**src/ccseq_pkg.sv**
```systemverilog
/*
  Shared constants and types for the charge control sequencer.
  Assumes a 20 MHz system clock; all timing counts derive from it.
*/
package ccseq_pkg;

  // System clock rate
  localparam int unsigned CLK_HZ = 20000000;

  // Time base: one tick per millisecond
  localparam int unsigned TICK_US     = 1000;
  localparam int unsigned TICK_CYCLES = CLK_HZ / 1000000 * TICK_US;

  // Deglitch and pulse times in microseconds
  localparam int unsigned OCP_DGL_US  = 30;
  localparam int unsigned TSD_DGL_US  = 10;
  localparam int unsigned SLP_DGL_US  = 120;
  localparam int unsigned IRQ_PULSE_US = 128;
  localparam int unsigned OCP_DGL_CYC = OCP_DGL_US * (CLK_HZ / 1000000);
  localparam int unsigned TSD_DGL_CYC = TSD_DGL_US * (CLK_HZ / 1000000);
  localparam int unsigned SLP_DGL_CYC = SLP_DGL_US * (CLK_HZ / 1000000);
  localparam int unsigned IRQ_PULSE_CYC = IRQ_PULSE_US * (CLK_HZ / 1000000);

  // Millisecond-tick timers
  localparam int unsigned PAUSE_MS     = 1;
  localparam int unsigned REC_SC_MS    = 250;
  localparam int unsigned I2C_IDLE_MS  = 500;
  localparam int unsigned WDOG_S       = 50;
  localparam int unsigned WDOG_MS      = WDOG_S * 1000;
  localparam int unsigned MS_PER_MIN   = 60000;

  // Safety timer range in minutes
  localparam int unsigned SAFETY_MIN_MIN = 180;
  localparam int unsigned SAFETY_MAX_MIN = 720;
  localparam int unsigned PRE_DIV_SHIFT  = 2;

  // Input regulation threshold: 4.2 V at code 0, 100 mV per code
  localparam int unsigned VREG_BASE_MV = 4200;
  localparam int unsigned VREG_STEP_MV = 100;
  localparam logic [2:0]  VREG_RESET   = 3'h3;

  // Counter widths
  localparam int unsigned CNT_W  = 12;
  localparam int unsigned MS_W   = 26;

  // Charge sequencer states, Gray coded along the charge path
  typedef enum logic [2:0] {
    CCSEQ_IDLE  = 3'b000,
    CCSEQ_PRE   = 3'b001,
    CCSEQ_FAST  = 3'b011,
    CCSEQ_DONE  = 3'b010,
    CCSEQ_FAULT = 3'b110
  } ccseq_state_e;

endpackage : ccseq_pkg

```
**src/ccseq_dgl_if.sv**
```systemverilog
/*
  Interface carrying a comparator into a deglitch filter and its result back.
  Assumes both ends run on the system clock.
*/
`timescale 1ns/100ps
interface ccseq_dgl_if;
  logic raw;
  logic clean;
  modport filt (input raw, output clean);
  modport user (output raw, input clean);
endinterface : ccseq_dgl_if

```
**src/ccseq_deglitch.sv**
```systemverilog
/*
  Deglitch filter: output follows the synchronised input after it holds steady.
  Assumes the raw input is asynchronous to clk_sys.
*/
`timescale 1ns/100ps
module ccseq_deglitch
  import ccseq_pkg::*;
#(
  parameter int unsigned DGL_CYC = 1
)(
  input  wire logic   clk_sys,
  input  wire logic   rst,
  ccseq_dgl_if.filt   port_dgl
);

  typedef struct packed {
    logic             s1;
    logic             s2;
    logic             out;
    logic [CNT_W-1:0] cnt;
  } ccseq_dgl_s;

  ccseq_dgl_s st_reg;
  ccseq_dgl_s st_next;

  // Count stable cycles of a differing level, then adopt it
  always_comb
  begin
    st_next    = st_reg;
    st_next.s1 = port_dgl.raw;
    st_next.s2 = st_reg.s1;
    if (st_reg.s2 == st_reg.out)
      st_next.cnt = '0;
    else if (st_reg.cnt >= CNT_W'(DGL_CYC - 1))
    begin
      st_next.out = st_reg.s2;
      st_next.cnt = '0;
    end
    else
      st_next.cnt = st_reg.cnt + 1'b1;
  end

  // State register
  always_ff @(posedge clk_sys or posedge rst)
  begin
    if (rst)
      st_reg <= '0;
    else
      st_reg <= st_next;
  end

  assign port_dgl.clean = st_reg.out;
endmodule : ccseq_deglitch

```
**src/ccseq_top.sv**
```systemverilog
/*
  Charge control sequencer: input qualification, charge phases, timers,
  protection deglitch, input regulation loop settings and fault interrupt.
  Assumes comparator inputs are asynchronous and pass synchronisers here;
  host register events arrive as one-cycle pulses from logic on clk_sys.
*/
// Function
// - Charge enabled only with enable pin low and disable bit zero.
// - Valid input with enable pin high keeps charge switch off.
// - Input valid only when lockout, sleep and over-voltage comparators agree.
// - Below low-voltage level use pre-charge current, quarter safety limit.
// - Reaching low-voltage level moves to fast charge with fast current.
// - Terminate at termination current only in fast charge with CV loop.
// - Block termination during input regulation, thermal loop or warm zone.
// - Pause charging about 1 ms on any charge current setting change.
// - Safety timer limit programmable from 180 to 720 minutes.
// - Enabled watchdog expires after 50 s without host activity.
// - Reset interface logic after 500 ms of bus inactivity.
// - Input regulation loop enabled after reset, host may disable it.
// - Input regulation threshold 4.2 V to 4.9 V in 100 mV steps.
// - Output power management loop permanently disabled.
// - Active input regulation loop sets status and suppresses termination.
// - Timer doubling extends safety timer while a loop is active.
// - Supplement mode by rail comparators, over-current protection kept active.
// - No termination while supplement mode is active.
// - Over-voltage fault opens input switch, one 128 us low pulse, flags.
// - Status clears with fault; flag clears on host read after fault.
// - Input removed with battery above lockout switches rail to battery.
// - Over-current deglitched 30 us; 250 ms recovery after short trip.
// - Thermal shutdown deglitched 10 us; sleep exit deglitched 120 us.
// - Watchdog restarts per transaction, off at reset, expiry restores defaults.
// - With doubling, safety timer runs half speed in other loops.
// - Safety expiry disables charge, pulses interrupt, flags until toggle.
`timescale 1ns/100ps
module ccseq_top
  import ccseq_pkg::*;
#(
  parameter int unsigned TICK_CYC = TICK_CYCLES
)(
  input  wire logic       clk_sys,
  input  wire logic       rst,
  input  wire logic       charge_en_n,
  input  wire logic       chg_disable,
  input  wire logic       cmp_uvlo_ok,
  input  wire logic       cmp_sleep_ok,
  input  wire logic       cmp_ovp,
  input  wire logic       cmp_lowv_ok,
  input  wire logic       cmp_cv_active,
  input  wire logic       cmp_iterm,
  input  wire logic       cmp_vreg_active,
  input  wire logic       cmp_therm_reg,
  input  wire logic       cmp_temp_warm,
  input  wire logic       cmp_sup_enter,
  input  wire logic       cmp_sup_exit,
  input  wire logic       cmp_bat_uvlo_ok,
  input  wire logic       cmp_bat_ocp,
  input  wire logic       cmp_tsd,
  input  wire logic       host_txn,
  input  wire logic       host_bus_active,
  input  wire logic       host_flag_read,
  input  wire logic       host_iset_wr,
  input  wire logic       host_cfg_wr,
  input  wire logic       wdog_en,
  input  wire logic       timer_doubling,
  input  wire logic [1:0] safety_sel,
  input  wire logic       vreg_loop_dis,
  input  wire logic [2:0] vreg_code,
  output logic            charge_switch_on,
  output logic            use_fast_current,
  output logic            input_switch_on,
  output logic            bat_switch_on,
  output logic            rail_on_battery,
  output logic            supplement_mode,
  output logic            input_voltage_reg_loop,
  output logic [2:0]      input_voltage_reg_code,
  output logic            output_power_mgmt_loop,
  output logic            vreg_loop_stat,
  output logic            input_overvoltage_fault,
  output logic            ovp_flag,
  output logic            safety_flag,
  output logic            charge_done,
  output logic            params_default,
  output logic            i2c_reset,
  output logic            int_n
);

  // Time base counter sized for the tick period, not the short counter width
  localparam int unsigned TICK_W = $clog2(TICK_CYC + 1);

  typedef struct packed {
    logic [1:0]       sync_a;  // Pin synchronisers, stage one
    logic [1:0]       sync_b;
    logic [12:0]      c1;
    logic [12:0]      c2;
    ccseq_state_e     state;
    logic [TICK_W-1:0] tick_cnt;
    logic [MS_W-1:0]  safety_ms;
    logic             half_phase;
    logic [MS_W-1:0]  wdog_ms;
    logic [9:0]       idle_ms;
    logic [7:0]       rec_ms;
    logic [1:0]       pause_ms;
    logic             pausing;
    logic             ovp_prev;
    logic             en_prev;
    logic             valid_prev;
    logic             warm_prev;   // Temperature zone seen last cycle
    logic [CNT_W-1:0] irq_cnt;
    logic             ovp_flag;
    logic             safety_flag;
    logic             sup;
    logic             bat_off;
    logic             vreg_on;
    logic [2:0]       vreg_code;
    logic             params_default;
    logic             i2c_reset;
    logic             chg_sw;
  } ccseq_st_s;

  ccseq_st_s st_reg;
  ccseq_st_s st_next;

  // Deglitched protection comparators
  ccseq_dgl_if dgl_ocp ();
  ccseq_dgl_if dgl_tsd ();
  ccseq_dgl_if dgl_slp ();
  assign dgl_ocp.raw = cmp_bat_ocp;
  assign dgl_tsd.raw = cmp_tsd;
  assign dgl_slp.raw = cmp_sleep_ok;

  ccseq_deglitch #(.DGL_CYC(OCP_DGL_CYC)) u_ocp (.clk_sys(clk_sys), .rst(rst), .port_dgl(dgl_ocp));
  ccseq_deglitch #(.DGL_CYC(TSD_DGL_CYC)) u_tsd (.clk_sys(clk_sys), .rst(rst), .port_dgl(dgl_tsd));
  ccseq_deglitch #(.DGL_CYC(SLP_DGL_CYC)) u_slp (.clk_sys(clk_sys), .rst(rst), .port_dgl(dgl_slp));

  // Safety limit in ms for a select code, 180 to 720 minutes, a quarter of that in pre-charge
  function automatic logic [MS_W-1:0] safety_limit(input logic [1:0] sel, input logic pre);
    logic [MS_W-1:0] mins;
    mins = MS_W'(SAFETY_MIN_MIN) << sel;
    if (mins > MS_W'(SAFETY_MAX_MIN))
      mins = MS_W'(SAFETY_MAX_MIN);
    mins = MS_W'(mins * MS_W'(MS_PER_MIN));
    return pre ? (mins >> PRE_DIV_SHIFT) : mins;
  endfunction : safety_limit

  // Synchronised pin views: second stages only
  logic en_pin_n, uvlo_ok, ovp, lowv_ok, cv_act, iterm, vreg_act, therm, warm;
  logic sup_in, sup_out, bat_uv_ok, input_valid, charge_allow, loop_act, term_ok, tick;
  assign {en_pin_n, uvlo_ok}  = st_reg.sync_b;
  assign {ovp, lowv_ok, cv_act, iterm, vreg_act, therm, warm, sup_in, sup_out, bat_uv_ok}
         = st_reg.c2[9:0];
  assign tick = (st_reg.tick_cnt == TICK_W'(TICK_CYC - 1));

  assign input_valid = uvlo_ok && dgl_slp.clean && !ovp && !dgl_tsd.clean;
  assign charge_allow = !en_pin_n && !chg_disable;
  assign loop_act = (vreg_act && st_reg.vreg_on) || therm;
  assign term_ok = cv_act && iterm && !loop_act && !warm && !st_reg.sup;

  // Next-state logic
  always_comb
  begin
    st_next        = st_reg;
    st_next.sync_a = {charge_en_n, cmp_uvlo_ok};
    st_next.sync_b = st_reg.sync_a;
    st_next.c1     = {3'h0, cmp_ovp, cmp_lowv_ok, cmp_cv_active, cmp_iterm, cmp_vreg_active,
                      cmp_therm_reg, cmp_temp_warm, cmp_sup_enter, cmp_sup_exit, cmp_bat_uvlo_ok};
    st_next.c2     = st_reg.c1;
    st_next.tick_cnt   = tick ? '0 : st_reg.tick_cnt + 1'b1;
    st_next.ovp_prev   = ovp;
    st_next.en_prev    = en_pin_n;
    st_next.valid_prev = input_valid;
    st_next.warm_prev  = warm;
    st_next.params_default = 1'b0;
    st_next.i2c_reset      = 1'b0;
    if (st_reg.irq_cnt != '0)
      st_next.irq_cnt = st_reg.irq_cnt - 1'b1;

    if (host_cfg_wr)
    begin
      st_next.vreg_on   = !vreg_loop_dis;
      st_next.vreg_code = vreg_code;
    end

    if (!wdog_en || host_txn)
      st_next.wdog_ms = '0;
    else if (tick)
    begin
      if (st_reg.wdog_ms >= MS_W'(WDOG_MS - 1))
      begin
        st_next.wdog_ms        = '0;
        st_next.params_default = 1'b1;
        st_next.vreg_on        = 1'b1;
        st_next.vreg_code      = VREG_RESET;
      end
      else
        st_next.wdog_ms = st_reg.wdog_ms + 1'b1;
    end

    if (host_bus_active)
      st_next.idle_ms = '0;
    else if (tick)
    begin
      if (st_reg.idle_ms >= 10'(I2C_IDLE_MS - 1))
      begin
        st_next.idle_ms   = '0;
        st_next.i2c_reset = 1'b1;
      end
      else
        st_next.idle_ms = st_reg.idle_ms + 1'b1;
    end

    if (sup_in)
      st_next.sup = 1'b1;
    else if (sup_out)
      st_next.sup = 1'b0;

    if (dgl_ocp.clean && !st_reg.bat_off)
    begin
      st_next.bat_off = 1'b1;
      st_next.rec_ms  = '0;
    end
    else if (st_reg.bat_off && tick)
    begin
      if (st_reg.rec_ms >= 8'(REC_SC_MS - 1))
        st_next.bat_off = 1'b0;
      else
        st_next.rec_ms = st_reg.rec_ms + 1'b1;
    end

    // over-voltage onset pulses interrupt; flag set wins over read
    if (ovp && !st_reg.ovp_prev)
    begin
      st_next.ovp_flag = 1'b1;
      st_next.irq_cnt  = CNT_W'(IRQ_PULSE_CYC);
    end
    else if (host_flag_read && !ovp)
      st_next.ovp_flag = 1'b0;

    if (st_reg.pausing && tick)
    begin
      if (st_reg.pause_ms >= 2'(PAUSE_MS))
        st_next.pausing = 1'b0;
      else
        st_next.pause_ms = st_reg.pause_ms + 1'b1;
    end

    // Charge phase sequencer
    unique case (st_reg.state)
      CCSEQ_IDLE:
      begin
        st_next.safety_ms = '0;
        if (input_valid && charge_allow)
        begin
          st_next.state = lowv_ok ? CCSEQ_FAST : CCSEQ_PRE;
        end
      end
      CCSEQ_PRE, CCSEQ_FAST:
      begin
        // half speed with timer doubling while a loop or the warm zone is active
        if (tick)
        begin
          st_next.half_phase = !st_reg.half_phase;
          if (!(timer_doubling && (loop_act || warm)) || st_reg.half_phase)
            st_next.safety_ms = st_reg.safety_ms + 1'b1;
        end
        if (!input_valid || !charge_allow)
          st_next.state = CCSEQ_IDLE;
        else if (st_reg.safety_ms >= safety_limit(safety_sel, st_reg.state == CCSEQ_PRE))
        begin
          st_next.state       = CCSEQ_FAULT;
          st_next.safety_flag = 1'b1;
          st_next.irq_cnt     = CNT_W'(IRQ_PULSE_CYC);
        end
        else if (st_reg.state == CCSEQ_PRE && lowv_ok)
          st_next.state = CCSEQ_FAST;
        else if (st_reg.state == CCSEQ_FAST && term_ok && !st_reg.pausing)
          st_next.state = CCSEQ_DONE;
      end
      CCSEQ_DONE:
        if (!input_valid || !charge_allow)
          st_next.state = CCSEQ_IDLE;
      CCSEQ_FAULT:
        // cleared only by pin or input toggle
        if (en_pin_n != st_reg.en_prev || (input_valid && !st_reg.valid_prev))
        begin
          st_next.state       = CCSEQ_IDLE;
          st_next.safety_flag = 1'b0;
        end
      default:
        st_next.state = CCSEQ_IDLE;
    endcase

    // any current setting change starts a pause
    if (host_iset_wr || (st_reg.state == CCSEQ_PRE && st_next.state == CCSEQ_FAST)
        || (warm != st_reg.warm_prev))
    begin
      st_next.pausing  = 1'b1;
      st_next.pause_ms = '0;
    end
    // charge switch only in active phases outside pause
    st_next.chg_sw = (st_next.state == CCSEQ_PRE || st_next.state == CCSEQ_FAST)
                     && !st_next.pausing && input_valid && charge_allow;
  end

  // State register
  always_ff @(posedge clk_sys or posedge rst)
  begin
    if (rst)
    begin
      st_reg           <= '0;
      st_reg.vreg_on   <= 1'b1;
      st_reg.vreg_code <= VREG_RESET;
    end
    else
      st_reg <= st_next;
  end

  // Registered outputs
  always_ff @(posedge clk_sys or posedge rst)
  begin
    if (rst)
    begin
      charge_switch_on        <= 1'b0;
      use_fast_current        <= 1'b0;
      input_switch_on         <= 1'b0;
      bat_switch_on           <= 1'b1;
      rail_on_battery         <= 1'b0;
      supplement_mode         <= 1'b0;
      input_voltage_reg_loop  <= 1'b1;
      input_voltage_reg_code  <= VREG_RESET;
      output_power_mgmt_loop  <= 1'b0;
      vreg_loop_stat          <= 1'b0;
      input_overvoltage_fault <= 1'b0;
      ovp_flag                <= 1'b0;
      safety_flag             <= 1'b0;
      charge_done             <= 1'b0;
      params_default          <= 1'b0;
      i2c_reset               <= 1'b0;
      int_n                   <= 1'b1;
    end
    else
    begin
      charge_switch_on        <= st_reg.chg_sw;
      use_fast_current        <= st_reg.state == CCSEQ_FAST;
      input_switch_on         <= input_valid;
      bat_switch_on           <= !st_reg.bat_off;
      // rail to battery on input loss
      rail_on_battery         <= !input_valid && bat_uv_ok;
      supplement_mode         <= st_reg.sup;
      input_voltage_reg_loop  <= st_reg.vreg_on;
      input_voltage_reg_code  <= st_reg.vreg_code;
      output_power_mgmt_loop  <= 1'b0;
      vreg_loop_stat          <= vreg_act && st_reg.vreg_on;
      input_overvoltage_fault <= ovp;
      ovp_flag                <= st_reg.ovp_flag;
      safety_flag             <= st_reg.safety_flag;
      charge_done             <= st_reg.state == CCSEQ_DONE;
      params_default          <= st_reg.params_default;
      i2c_reset               <= st_reg.i2c_reset;
      int_n                   <= st_reg.irq_cnt == '0;
    end
  end
endmodule : ccseq_top

```
**config.mk**
```make
export PLATFORM = sky130hd
export DESIGN_NAME = ccseq_top
export DESIGN_NICKNAME = d
export VERILOG_FILES = /design/src/ccseq_pkg.sv /design/src/ccseq_dgl_if.sv /design/src/ccseq_deglitch.sv /design/src/ccseq_top.sv
export SDC_FILE = /design/constraint.sdc
export NUM_CORES = 1
export LEC_CHECK = 0
export BUFFER_PORTS_ARGS = -buffer_cell sky130_fd_sc_hd__buf_2
export CAP_MARGIN = 40
export CORE_MARGIN = 3
export CORE_UTILIZATION = 60
export DETAILED_ROUTE_END_ITERATION = 7
export GPL_TIMING_DRIVEN = 0
export PLACE_DENSITY = 0.74
export SETUP_SLACK_MARGIN = 0.4
export SLEW_MARGIN = 0
export SYNTH_ARGS = -nofsm -noshare
export SYNTH_HDL_FRONTEND = slang
export SYNTH_SLANG_ARGS = --single-unit
```
**constraint.sdc**
```tcl
create_clock -name clk_sys -period 14.7 [get_ports clk_sys]
set_input_delay 0.735 -clock clk_sys [delete_from_list [all_inputs] [get_ports clk_sys]]
set_output_delay 0.735 -clock clk_sys [all_outputs]
set_load 0.02 [all_outputs]
```
==> results.py, run 1 <==
metrics = {
    "status": {
        "status": "completed",
    },
    "timing": {
        "tightestPinTransition_ns": 0.764,
        "grt_setup_unrepaired": "no",
        "drv_slew": 0,
        "fin_crit_sh_pct": 34.8,
        "worst_hold_slack_ns": 0.279,
        "period_needed_ns": 5.11,
        "hold_viol": 0,
        "fin_ws_ns": 9.59,
        "fmax_ghz": 0.196,
        "setup_viol": 0,
        "relSlewSlack_pct": 48.7,
        "fin_tns_setup_ns": 0,
        "finClkSkew_ns": 0.0184,
    },
    "route": {
        "drt_first_pass_iters": 7,
        "num_vias": 6935,
        "drtIter0Drc": 488,
        "drt_wl_total_mm": 18.6,
        "ant_nets": 0,
        "via_per_inst": 5.55,
        "avgRoutedWirePerCell_um": 14.9,
        "drc_errors": 0,
    },
    "yosys": {
        "seq_area_frac_synth_pct": 52.6,
        "syn_area_um2": 9730,
        "synth-simple-area-share_pct": 20.1,
        "synth_largest_area_cell": "dfrtp_1",
        "synth_top_family_by_area": "simple AND/OR/NAND/NOR gates",
        "syn_area_per_cell_um2": 10.3,
        "ys_warn_count": 0,
        "ys.flop_type": "dfrtp_1",
        "synthXorXnorAreaFrac_pct": 7.74,
        "yosys.cell_types.count": 66,
        "synth_area_leaders": "dfrtp_1 (50%), ha_1 (6.4%), xor2_1 (5.0%)",
        "async_reset_ff_share_pct": 100,
        "netlist.area_leader.share_pct": 50.4,
        "synth.area.mux_share_pct": 1.18,
        "synth_cells": 943,
        "synth-compound-area-share_pct": 9.00,
        "synthAdderAreaFrac_pct": 6.63,
        "synth-edff-count": 0,
        "ys_seq_elements": 204,
    },
    "cts": {
        "cts_hold_buf": 0,
        "clkTransAtPathRegs_ns": 0.06,
        "cts_resized": 0,
        "clockRootBuffer": "clkbuf_16",
        "cts_buffer_depth": 3,
        "post-cts-setup-buffer-count": 0,
        "clkLatencyLatePin_ns": 0.49,
        "clock-sinks": 204,
        "cts_tree": "done",
        "htreeDepth": 1,
        "cts_buffers": 22,
    },
    "critical_path": {
        "crit_type": "in -> reg",
        "r2r_cells": 13,
        "startpoint_type": "primary input",
        "crit_path_end_kind": "flip-flop",
        "reg2reg_slack_ns": 10.69,
        "crit_arrival_ns": 5.53,
        "crit_fanout": 10,
        "critPathRequiredTime_ns": 15.12,
    },
    "min_path": {
        "holdCritPathClass": "in -> async",
    },
    "placed_design": {
        "place_congestion": 0.836,
        "portBuffers": 46,
        "dp_slack_ns": 9.07,
        "dp.cells": 1210,
        "placed_cell_area_um2": 10300,
        "post-dp-hpwl_mm": 12.8,
    },
    "floorplan": {
        "die_h_um": 133,
        "pin_count": 50,
        "core_um2": 15500,
        "initial_core_util_pct": 62.6,
        "die_area_um2": 17800,
        "fp.dieW_um": 133,
        "rows": 45,
    },
    "cells_and_area": {
        "layout_common_cells": "dfrtp_1 (196), nor2_1 (115), nand2_1 (71)",
        "final_common_cell": "dfrtp_1",
        "diodes": 0,
        "nNetsFinal": 1105,
        "area_delta_synth_final_pct": 13.9,
        "fin_area_um2": 11100,
        "drive_gt1_share_pct": 11.4,
        "finalNonFillerCells": 1250,
        "largest_reg_flops": 122,
    },
    "grt": {
        "antenna_found_initial": 0,
        "grt_pass1_vias": 6736,
        "grt_max_degree": 128,
        "gr-usage-all-layers_pct": 21.5,
        "grt_pass1_wl_mm": 32.1,
        "gr-total-overflow": 0,
    },
    "pwr": {
        "power_density_nw_per_um2": 117,
        "seq_power_share_pct": 46.8,
        "switching_share_pct": 22.9,
        "power.share.clock_pct": 45.5,
        "vdd_drop_max_uv": 94.6,
        "p_leak_uw": 0.00513,
        "pwr-share-comb_pct": 7.8,
        "power.switching_uw": 297,
        "p_int_uw": 998,
    },
    "run": {
        "cap_violations": 0,
    },
}
## power by group through the flow
| stage | registers, µW | logic (µW) | clock network, µW |
|---|---|---|---|
| floorplan | 614 | 73.1 | 0 |
| global placement | 615 | 96.5 | 0 |
| detailed placement | 615 | 101 | 0 |
| CTS | 606 | 102 | 602 |
| global route | 609 | 116 | 628 |
| finish | 606 | 101 | 589 |
## path summary, 6_finish.rpt
kind / startpoint / endpoint
hold / removal: rst / u_ocp.st_reg[8]
setup reg to reg: st_reg[118] / st_reg[20]
hold reg to reg: st_next[128] / ovp
max in group asynchronous: rst / input_voltage_reg_code[2]
min in group clk_sys: st_next[128] / ovp
setup / recovery: safety_sel[0] / st_reg[20]
## through the flow
stage,power [µW],utilization (%)
after global placement,711,66.0
final,1300,71.4
after global routing,1350,71.4
after CTS,1310,71.4
after floorplan,687,-
after detailed placement,716,66.2
## cell usage after synthesis (15+ instances only)
| cell | count |
|---|---|
| a21oi_1 | 29 |
| and3_1 | 28 |
| clkbuf_1 | 15 |
| dfrtp_1 | 196 |
| ha_1 | 50 |
| inv_1 | 38 |
| nand2_1 | 71 |
| nand3_1 | 53 |
| nand4_1 | 21 |
| nor2_1 | 115 |
| nor3_1 | 16 |
| o21ai_0 | 49 |
| xnor2_1 | 30 |
| xor2_1 | 56 |
## cells by family (layout without fill, tap and decap cells)
group | Yosys count | in the layout
other | 2 | 11
buffers and inverters | 65 | 152
xor gates and xnor gates | 86 | 86
adders and majority gates | 51 | 51
muxes | 11 | 11
DFF | 204 | 204
and+or+nand+nor | 382 | 382
AOI/OAI and AO/OA | 142 | 142
## layer usage
layer	share of wire, %	track usage, %	wire length (µm)
met5	0	0	0
met2	48	35.3	8950
met1	47	30.9	8700
met4	1.6	4.46	294
met3	3.6	3.17	672
## final cells by class
type	instances	area, µm²
Fill cell	1164	4450
Inverter	39	154
Tap cell	211	264
Multi-Input combinational cell	683	4380
Buffer	26	121
Clock inverter	10	173
Timing Repair Buffer	47	258
Clock buffer	30	622
Sequential cell	204	5110
## worst max-delay path, cell delays in order
cell      delay [ns]
buf_2           0.09
inv_1           0.07
nor2_1          0.35
inv_1           0.15
ha_1            0.30
inv_1           0.08
nand2_1         0.07
fa_1            0.51
a21oi_1         0.06
ha_1            0.30
and3_1          0.15
o21ai_0         0.19
xnor2_1         0.18
o21ai_0         0.17
ha_1            0.36
nand4_1         0.11
or4_1           0.56
a211oi_1        0.35
nor4_2          0.17
o21ai_1         0.23
buf_4           0.22
o21bai_1        0.12
Power figures use the tool's default switching activity.
==> inputs of run 2 (changes only) <==
- CORE_UTILIZATION: 60 -> 55
- PLACE_DENSITY: 0.74 -> 0.72
- clock period: 14.7 -> 4.4 ns (I/O delays scaled with it)
==> results.py, run 2 (synthesis gave the netlist of run 1 again) <==
metrics = {
    "critical_path": {
        "crit_buf_inv": 3,
        "crit_fanout": 6,
        "cpMaxStageDelayCell": "fa_1",
        "critPathRequiredTime_ns": 4.82,
        "cp_top_family": "adder cells",
        "path_cells": "buf_2 -> inv_2 -> nand2_4 -> inv_1 -> ha_1 -> fa_1 -> a21oi_1 -> ha_1 -> and3_1 -> o21ai_1 -> xnor2_1 -> o21ai_0 -> ha_1 -> nand4_1 -> or4_4 -> a211oi_4 -> nor4_4 -> or2_1 -> a32oi_1",
        "startpoint_type": "primary input",
        "crit_arrival_ns": 4.20,
        "slowest_delay_ns": 0.55,
        "crit_type": "in -> reg",
        "cp_common_cell": "ha_1",
        "crit_path_end_kind": "flip-flop",
    },
    "route": {
        "drt_first_pass_iters": 5,
        "drc_errors": 0,
        "via_per_inst": 5.53,
        "num_vias": 7145,
        "drtIter0Drc": 436,
        "ant_nets": 0,
        "drt_wl_total_mm": 19.5,
        "avgRoutedWirePerCell_um": 15.1,
    },
    "cells_and_area": {
        "nNetsFinal": 1133,
        "fin_area_um2": 11400,
        "diodes": 0,
        "drive_gt1_share_pct": 12.8,
        "largest_reg_flops": 122,
        "layout.core_utilization_pct": 65.8,
        "final_common_cell": "dfrtp_1",
        "finalNonFillerCells": 1292,
        "area_delta_synth_final_pct": 17.0,
        "layout_common_cells": "dfrtp_1 (196), nor2_1 (113), nand2_1 (70)",
    },
    "placed_design": {
        "dp.cells": 1228,
        "placed_cell_area_um2": 10400,
        "post-dp-hpwl_mm": 13.2,
        "dp_slack_ns": -0.239,
        "portBuffers": 46,
        "place_congestion": 0.793,
    },
    "grt": {
        "grt_pass1_wl_mm": 33.3,
        "gr-total-overflow": 0,
        "grt_pass1_vias": 7062,
        "antenna_found_initial": 0,
        "grt_max_degree": 41,
        "gr-usage-all-layers_pct": 20.3,
    },
    "floorplan": {
        "pin_count": 50,
        "fp.dieW_um": 139,
        "rows": 48,
        "initial_core_util_pct": 56.3,
        "core_um2": 17300,
        "die_area_um2": 19300,
        "die_h_um": 139,
    },
    "cts": {
        "clockRootBuffer": "clkbuf_16",
        "cts_buffer_depth": 3,
        "cts_buffers": 22,
        "clkLatencyLatePin_ns": 0.51,
        "clkTransAtPathRegs_ns": 0.06,
        "htreeDepth": 1,
        "clock-sinks": 204,
        "cts_tree": "done",
    },
    "timing": {
        "hold_viol": 0,
        "finClkSkew_ns": 0.0230,
        "fin_ws_ns": 0.625,
        "fin_crit_sh_pct": 85.8,
        "relSlewSlack_pct": 46.8,
        "fmax_ghz": 0.265,
        "period_needed_ns": 3.78,
        "drv_slew": 0,
        "grt_setup_unrepaired": "no",
        "tightestPinTransition_ns": 0.792,
        "setup_viol": 0,
    },
    "pwr": {
        "power_uw": 4160,
        "vdd_drop_max_uv": 309,
        "p_leak_uw": 0.00524,
        "power_density_nw_per_um2": 366,
    },
    "status": {
        "status": "completed",
    },
    "min_path": {
        "holdCritPathClass": "in -> reg",
    },
    "run": {
        "cap_violations": 0,
    },
}
-- run 2: cell count changes in the layout (fill, tap and decap cells not counted), moves of 2 or more --
cell / before / now
buf_12: 0 / 5
buf_4: 3 / 5
bufinv_16: 4 / 1
clkinv_2: 2 / 4
clkinvlp_4: 0 / 4
dlygate4sd3_1: 0 / 21
inv_1: 37 / 34
inv_2: 1 / 4
nor2_1: 115 / 113
-- run 2: area by class of cell --
| cell class | instances | area, µm² |
|---|---|---|
| Tap cell | 225 | 282 |
| Multi-Input combinational cell | 683 | 4440 |
| Inverter | 39 | 150 |
| Sequential cell | 204 | 5110 |
| Clock buffer | 29 | 607 |
| Buffer | 26 | 125 |
| Clock inverter | 11 | 106 |
| Timing Repair Buffer | 75 | 563 |
| Fill cell | 1387 | 5910 |
-- run 2: path summary, 6_finish.rpt --
path / start / end / slack (ns) / cells after the start
worst max-delay path: safety_sel[1] / st_reg[9] / 0.62 / 19
worst min-delay path: wdog_en / st_reg[54] / 0.05 / 3
worst max register to register: st_reg[118] / st_reg[12] / 0.85 / 13
worst min register to register: st_reg[2] / params_default / 0.35 / 0
max in group asynchronous: rst / st_reg[6] / 2.81 / 6
min in group asynchronous: rst / st_next[121] / 0.41 / 3
-- run 2: per-layer routing --
metal	up-vias	global-route usage [%]	share of wire, %
met2	124	34.4	49
li1	3485	-	-
met1	3496	27.3	45
met5	-	0	0
met4	0	6.39	2.4
met3	40	3.03	3.6
-- run 2: what timing repair did --
| item | CTS | global route |
|---|---|---|
| hold endpoints to repair | 53 | 0 |
| buffers inserted | 1 | 2 |
| pin swaps | 1 | 4 |
| hold buffers | 21 | 0 |
| setup endpoints to repair | 10 | 17 |
| gates resized for setup | 5 | 5 |
-- run 2: report_power, final --
group / internal (µW) / switching, µW / total [µW]
Clock: 1040 / 745 / 1790
Combinational: 156 / 202 / 358
Sequential: 1960 / 59.6 / 2020
Total: 3160 / 1010 / 4160
-- run 2: worst min-delay path: cells and delay by family --
family / cells / cell delay, ns
AND/OR/NAND/NOR: 1 / 0.12
AO/OA/AOI/OAI: 1 / 0.06
buffers and inverters: 1 / 0.10
-- run 2: stage by stage --
step	hold slack (ns)	setup TNS (ns)
2_1_floorplan	0.251	0
3_3_place_gp	0.327	-1.19
3_5_place_dp	0.329	-1.96
4_1_cts	0.0250	0
5_1_grt	0.0611	0
6_report	0.0486	0
==> inputs of run 3 (changes only) <==
- BUFFER_PORTS_ARGS: -buffer_cell sky130_fd_sc_hd__buf_2 -> default
- CORE_ASPECT_RATIO: default -> 0.7
- CORE_UTILIZATION: 55 -> 58
- DONT_BUFFER_PORTS: default -> 1
==> results.py, run 3 (synthesis gave the netlist of run 1 again) <==
metrics = {
    "timing": {
        "relSlewSlack_pct": 43.5,
        "fin_ws_ns": 0.495,
        "setup_viol": 0,
        "hold_viol": 0,
        "worst_hold_slack_ns": 0.0556,
        "drv_slew": 0,
        "fmax_ghz": 0.256,
        "finClkSkew_ns": 0.0162,
        "tightestPinTransition_ns": 0.841,
        "fin_crit_sh_pct": 88.8,
        "grt_setup_unrepaired": "no",
        "period_needed_ns": 3.91,
        "fin_tns_setup_ns": 0,
    },
    "pwr": {
        "power_uw": 4180,
        "p_leak_uw": 0.00511,
        "vdd_drop_max_uv": 356,
        "power_density_nw_per_um2": 368,
    },
    "floorplan": {
        "pin_count": 50,
        "core_um2": 16000,
        "rows": 38,
        "die_area_um2": 18400,
        "initial_core_util_pct": 60.9,
        "fp.dieW_um": 161,
        "die_h_um": 114,
    },
    "route": {
        "ant_nets": 0,
        "num_vias": 7007,
        "drt_first_pass_iters": 5,
        "drc_errors": 0,
        "drtIter0Drc": 475,
        "avgRoutedWirePerCell_um": 16.0,
        "via_per_inst": 5.61,
        "drt_wl_total_mm": 20.0,
    },
    "critical_path": {
        "crit_path_end_kind": "flip-flop",
        "slowest_delay_ns": 0.51,
        "cpMaxStageDelayCell": "fa_1",
        "path_cells": "clkinvlp_4 -> nor2_4 -> inv_2 -> ha_4 -> inv_2 -> nand2_1 -> fa_1 -> a21oi_2 -> ha_1 -> and3_4 -> o21ai_4 -> xnor2_2 -> o21ai_1 -> ha_1 -> nand4_1 -> or4_4 -> a211oi_4 -> nor4_4 -> buf_6 -> o21ai_4 -> buf_6 -> o21bai_1",
        "crit_fanout": 6,
        "path_depth": 22,
        "crit_buf_inv": 5,
        "critPathRequiredTime_ns": 4.82,
        "crit_type": "in -> reg",
        "crit_arrival_ns": 4.32,
        "r2r_cells": 14,
        "cp_top_family": "adder cells",
        "startpoint_type": "primary input",
    },
    "grt": {
        "grt_pass1_wl_mm": 34.2,
        "antenna_found_initial": 2,
        "gr-total-overflow": 0,
        "grt_max_degree": 40,
        "gr-usage-all-layers_pct": 22.4,
        "grt_pass1_vias": 6940,
    },
    "cts": {
        "cts_buffers": 21,
        "cts_tree": "done",
        "clockRootBuffer": "clkbuf_16",
        "clkLatencyLatePin_ns": 0.50,
        "htreeDepth": 1,
        "clock-sinks": 204,
        "clkTransAtPathRegs_ns": 0.06,
        "cts_buffer_depth": 3,
    },
    "placed_design": {
        "post-dp-hpwl_mm": 13.5,
        "dp_slack_ns": -0.318,
        "place_congestion": 0.809,
        "placed_cell_area_um2": 10200,
        "portBuffers": 0,
    },
    "min_path": {
        "holdCritPathClass": "in -> reg",
        "hold_depth": 3,
    },
    "status": {
        "status": "completed",
    },
    "cells_and_area": {
        "final_common_cell": "dfrtp_1",
        "area_delta_synth_final_pct": 16.7,
        "largest_reg_flops": 122,
        "drive_gt1_share_pct": 10.4,
        "fin_area_um2": 11400,
        "fill_cells": 1172,
        "layout_common_cells": "dfrtp_1 (196), nor2_1 (113), nand2_1 (70)",
        "nNetsFinal": 1096,
    },
    "run": {
        "cap_violations": 0,
    },
}
run 3: cell types whose count changed in the layout (fill, tap and decap cells not counted), sizes merged:
cell	before	now
buf	65	27
bufinv	1	2
clkbuf	44	41
clkinvlp	4	3
diode	0	2
dlygate4sd3	21	23
run 3: metrics by stage:
| step | utilization [%] | std cells |
|---|---|---|
| detailed placement | 63.8 | 1178 |
| finish | 71.1 | 1250 |
| floorplan | - | 952 |
| global route | 71.1 | 1250 |
| CTS | 69.8 | 1239 |
| global placement | 63.0 | 1172 |
run 3: final timing paths:
check	startpoint	endpoint	slack [ns]
max	safety_sel[0]	st_reg[20]	0.49
max in group asynchronous	rst	st_reg[99]	3.03
max reg2reg	st_reg[118]	st_reg[20]	0.75
min in group asynchronous	rst	st_next[123]	0.34
min	chg_disable	st_reg[116]	0.06
min reg2reg	u_slp.st_next[13]	u_slp.st_reg[13]	0.34
run 3: routing by layer:
layer  track usage, %  up-vias  routed length, µm
met5                0        -                  0
met4             4.30        0                244
met3             5.42       19               1110
met2             33.3      146               8580
met1             34.1     3413              10100
li1                 -     3429                  -
run 3: worst min-delay path: stages:
cell and delay [ns]:
or3_1 0.14, a21o_1 0.11, nor2_1 0.04
run 3: final cells by class:
class	count	area (µm²)	area share, %
diodes	2	5.00	0.0441
plain buffers	26	125	1.10
clock buffers	26	564	4.97
clock inverters	11	134	1.18
inverters	39	154	1.36
multi-input cells	683	4530	39.9
flip-flops and latches	204	5110	45.0
well taps	220	275	2.42
repair buffers	39	452	3.98
run 3: what timing repair did:
item	in CTS	in global routing
hold buffers	23	0
endpoints found under the hold margin	47	0
endpoints found under the setup margin	12	17
buffers inserted	1	8
gates resized for setup	3	26
gates cloned	0	1
pin swaps	1	17
run 3: report_power, final:
part           switching [µW]  internal [µW]  total (µW)
Clock                     736           1040        1780
Combinational             204            161         365
Sequential               76.4           1960        2040
Total                    1020           3170        4180
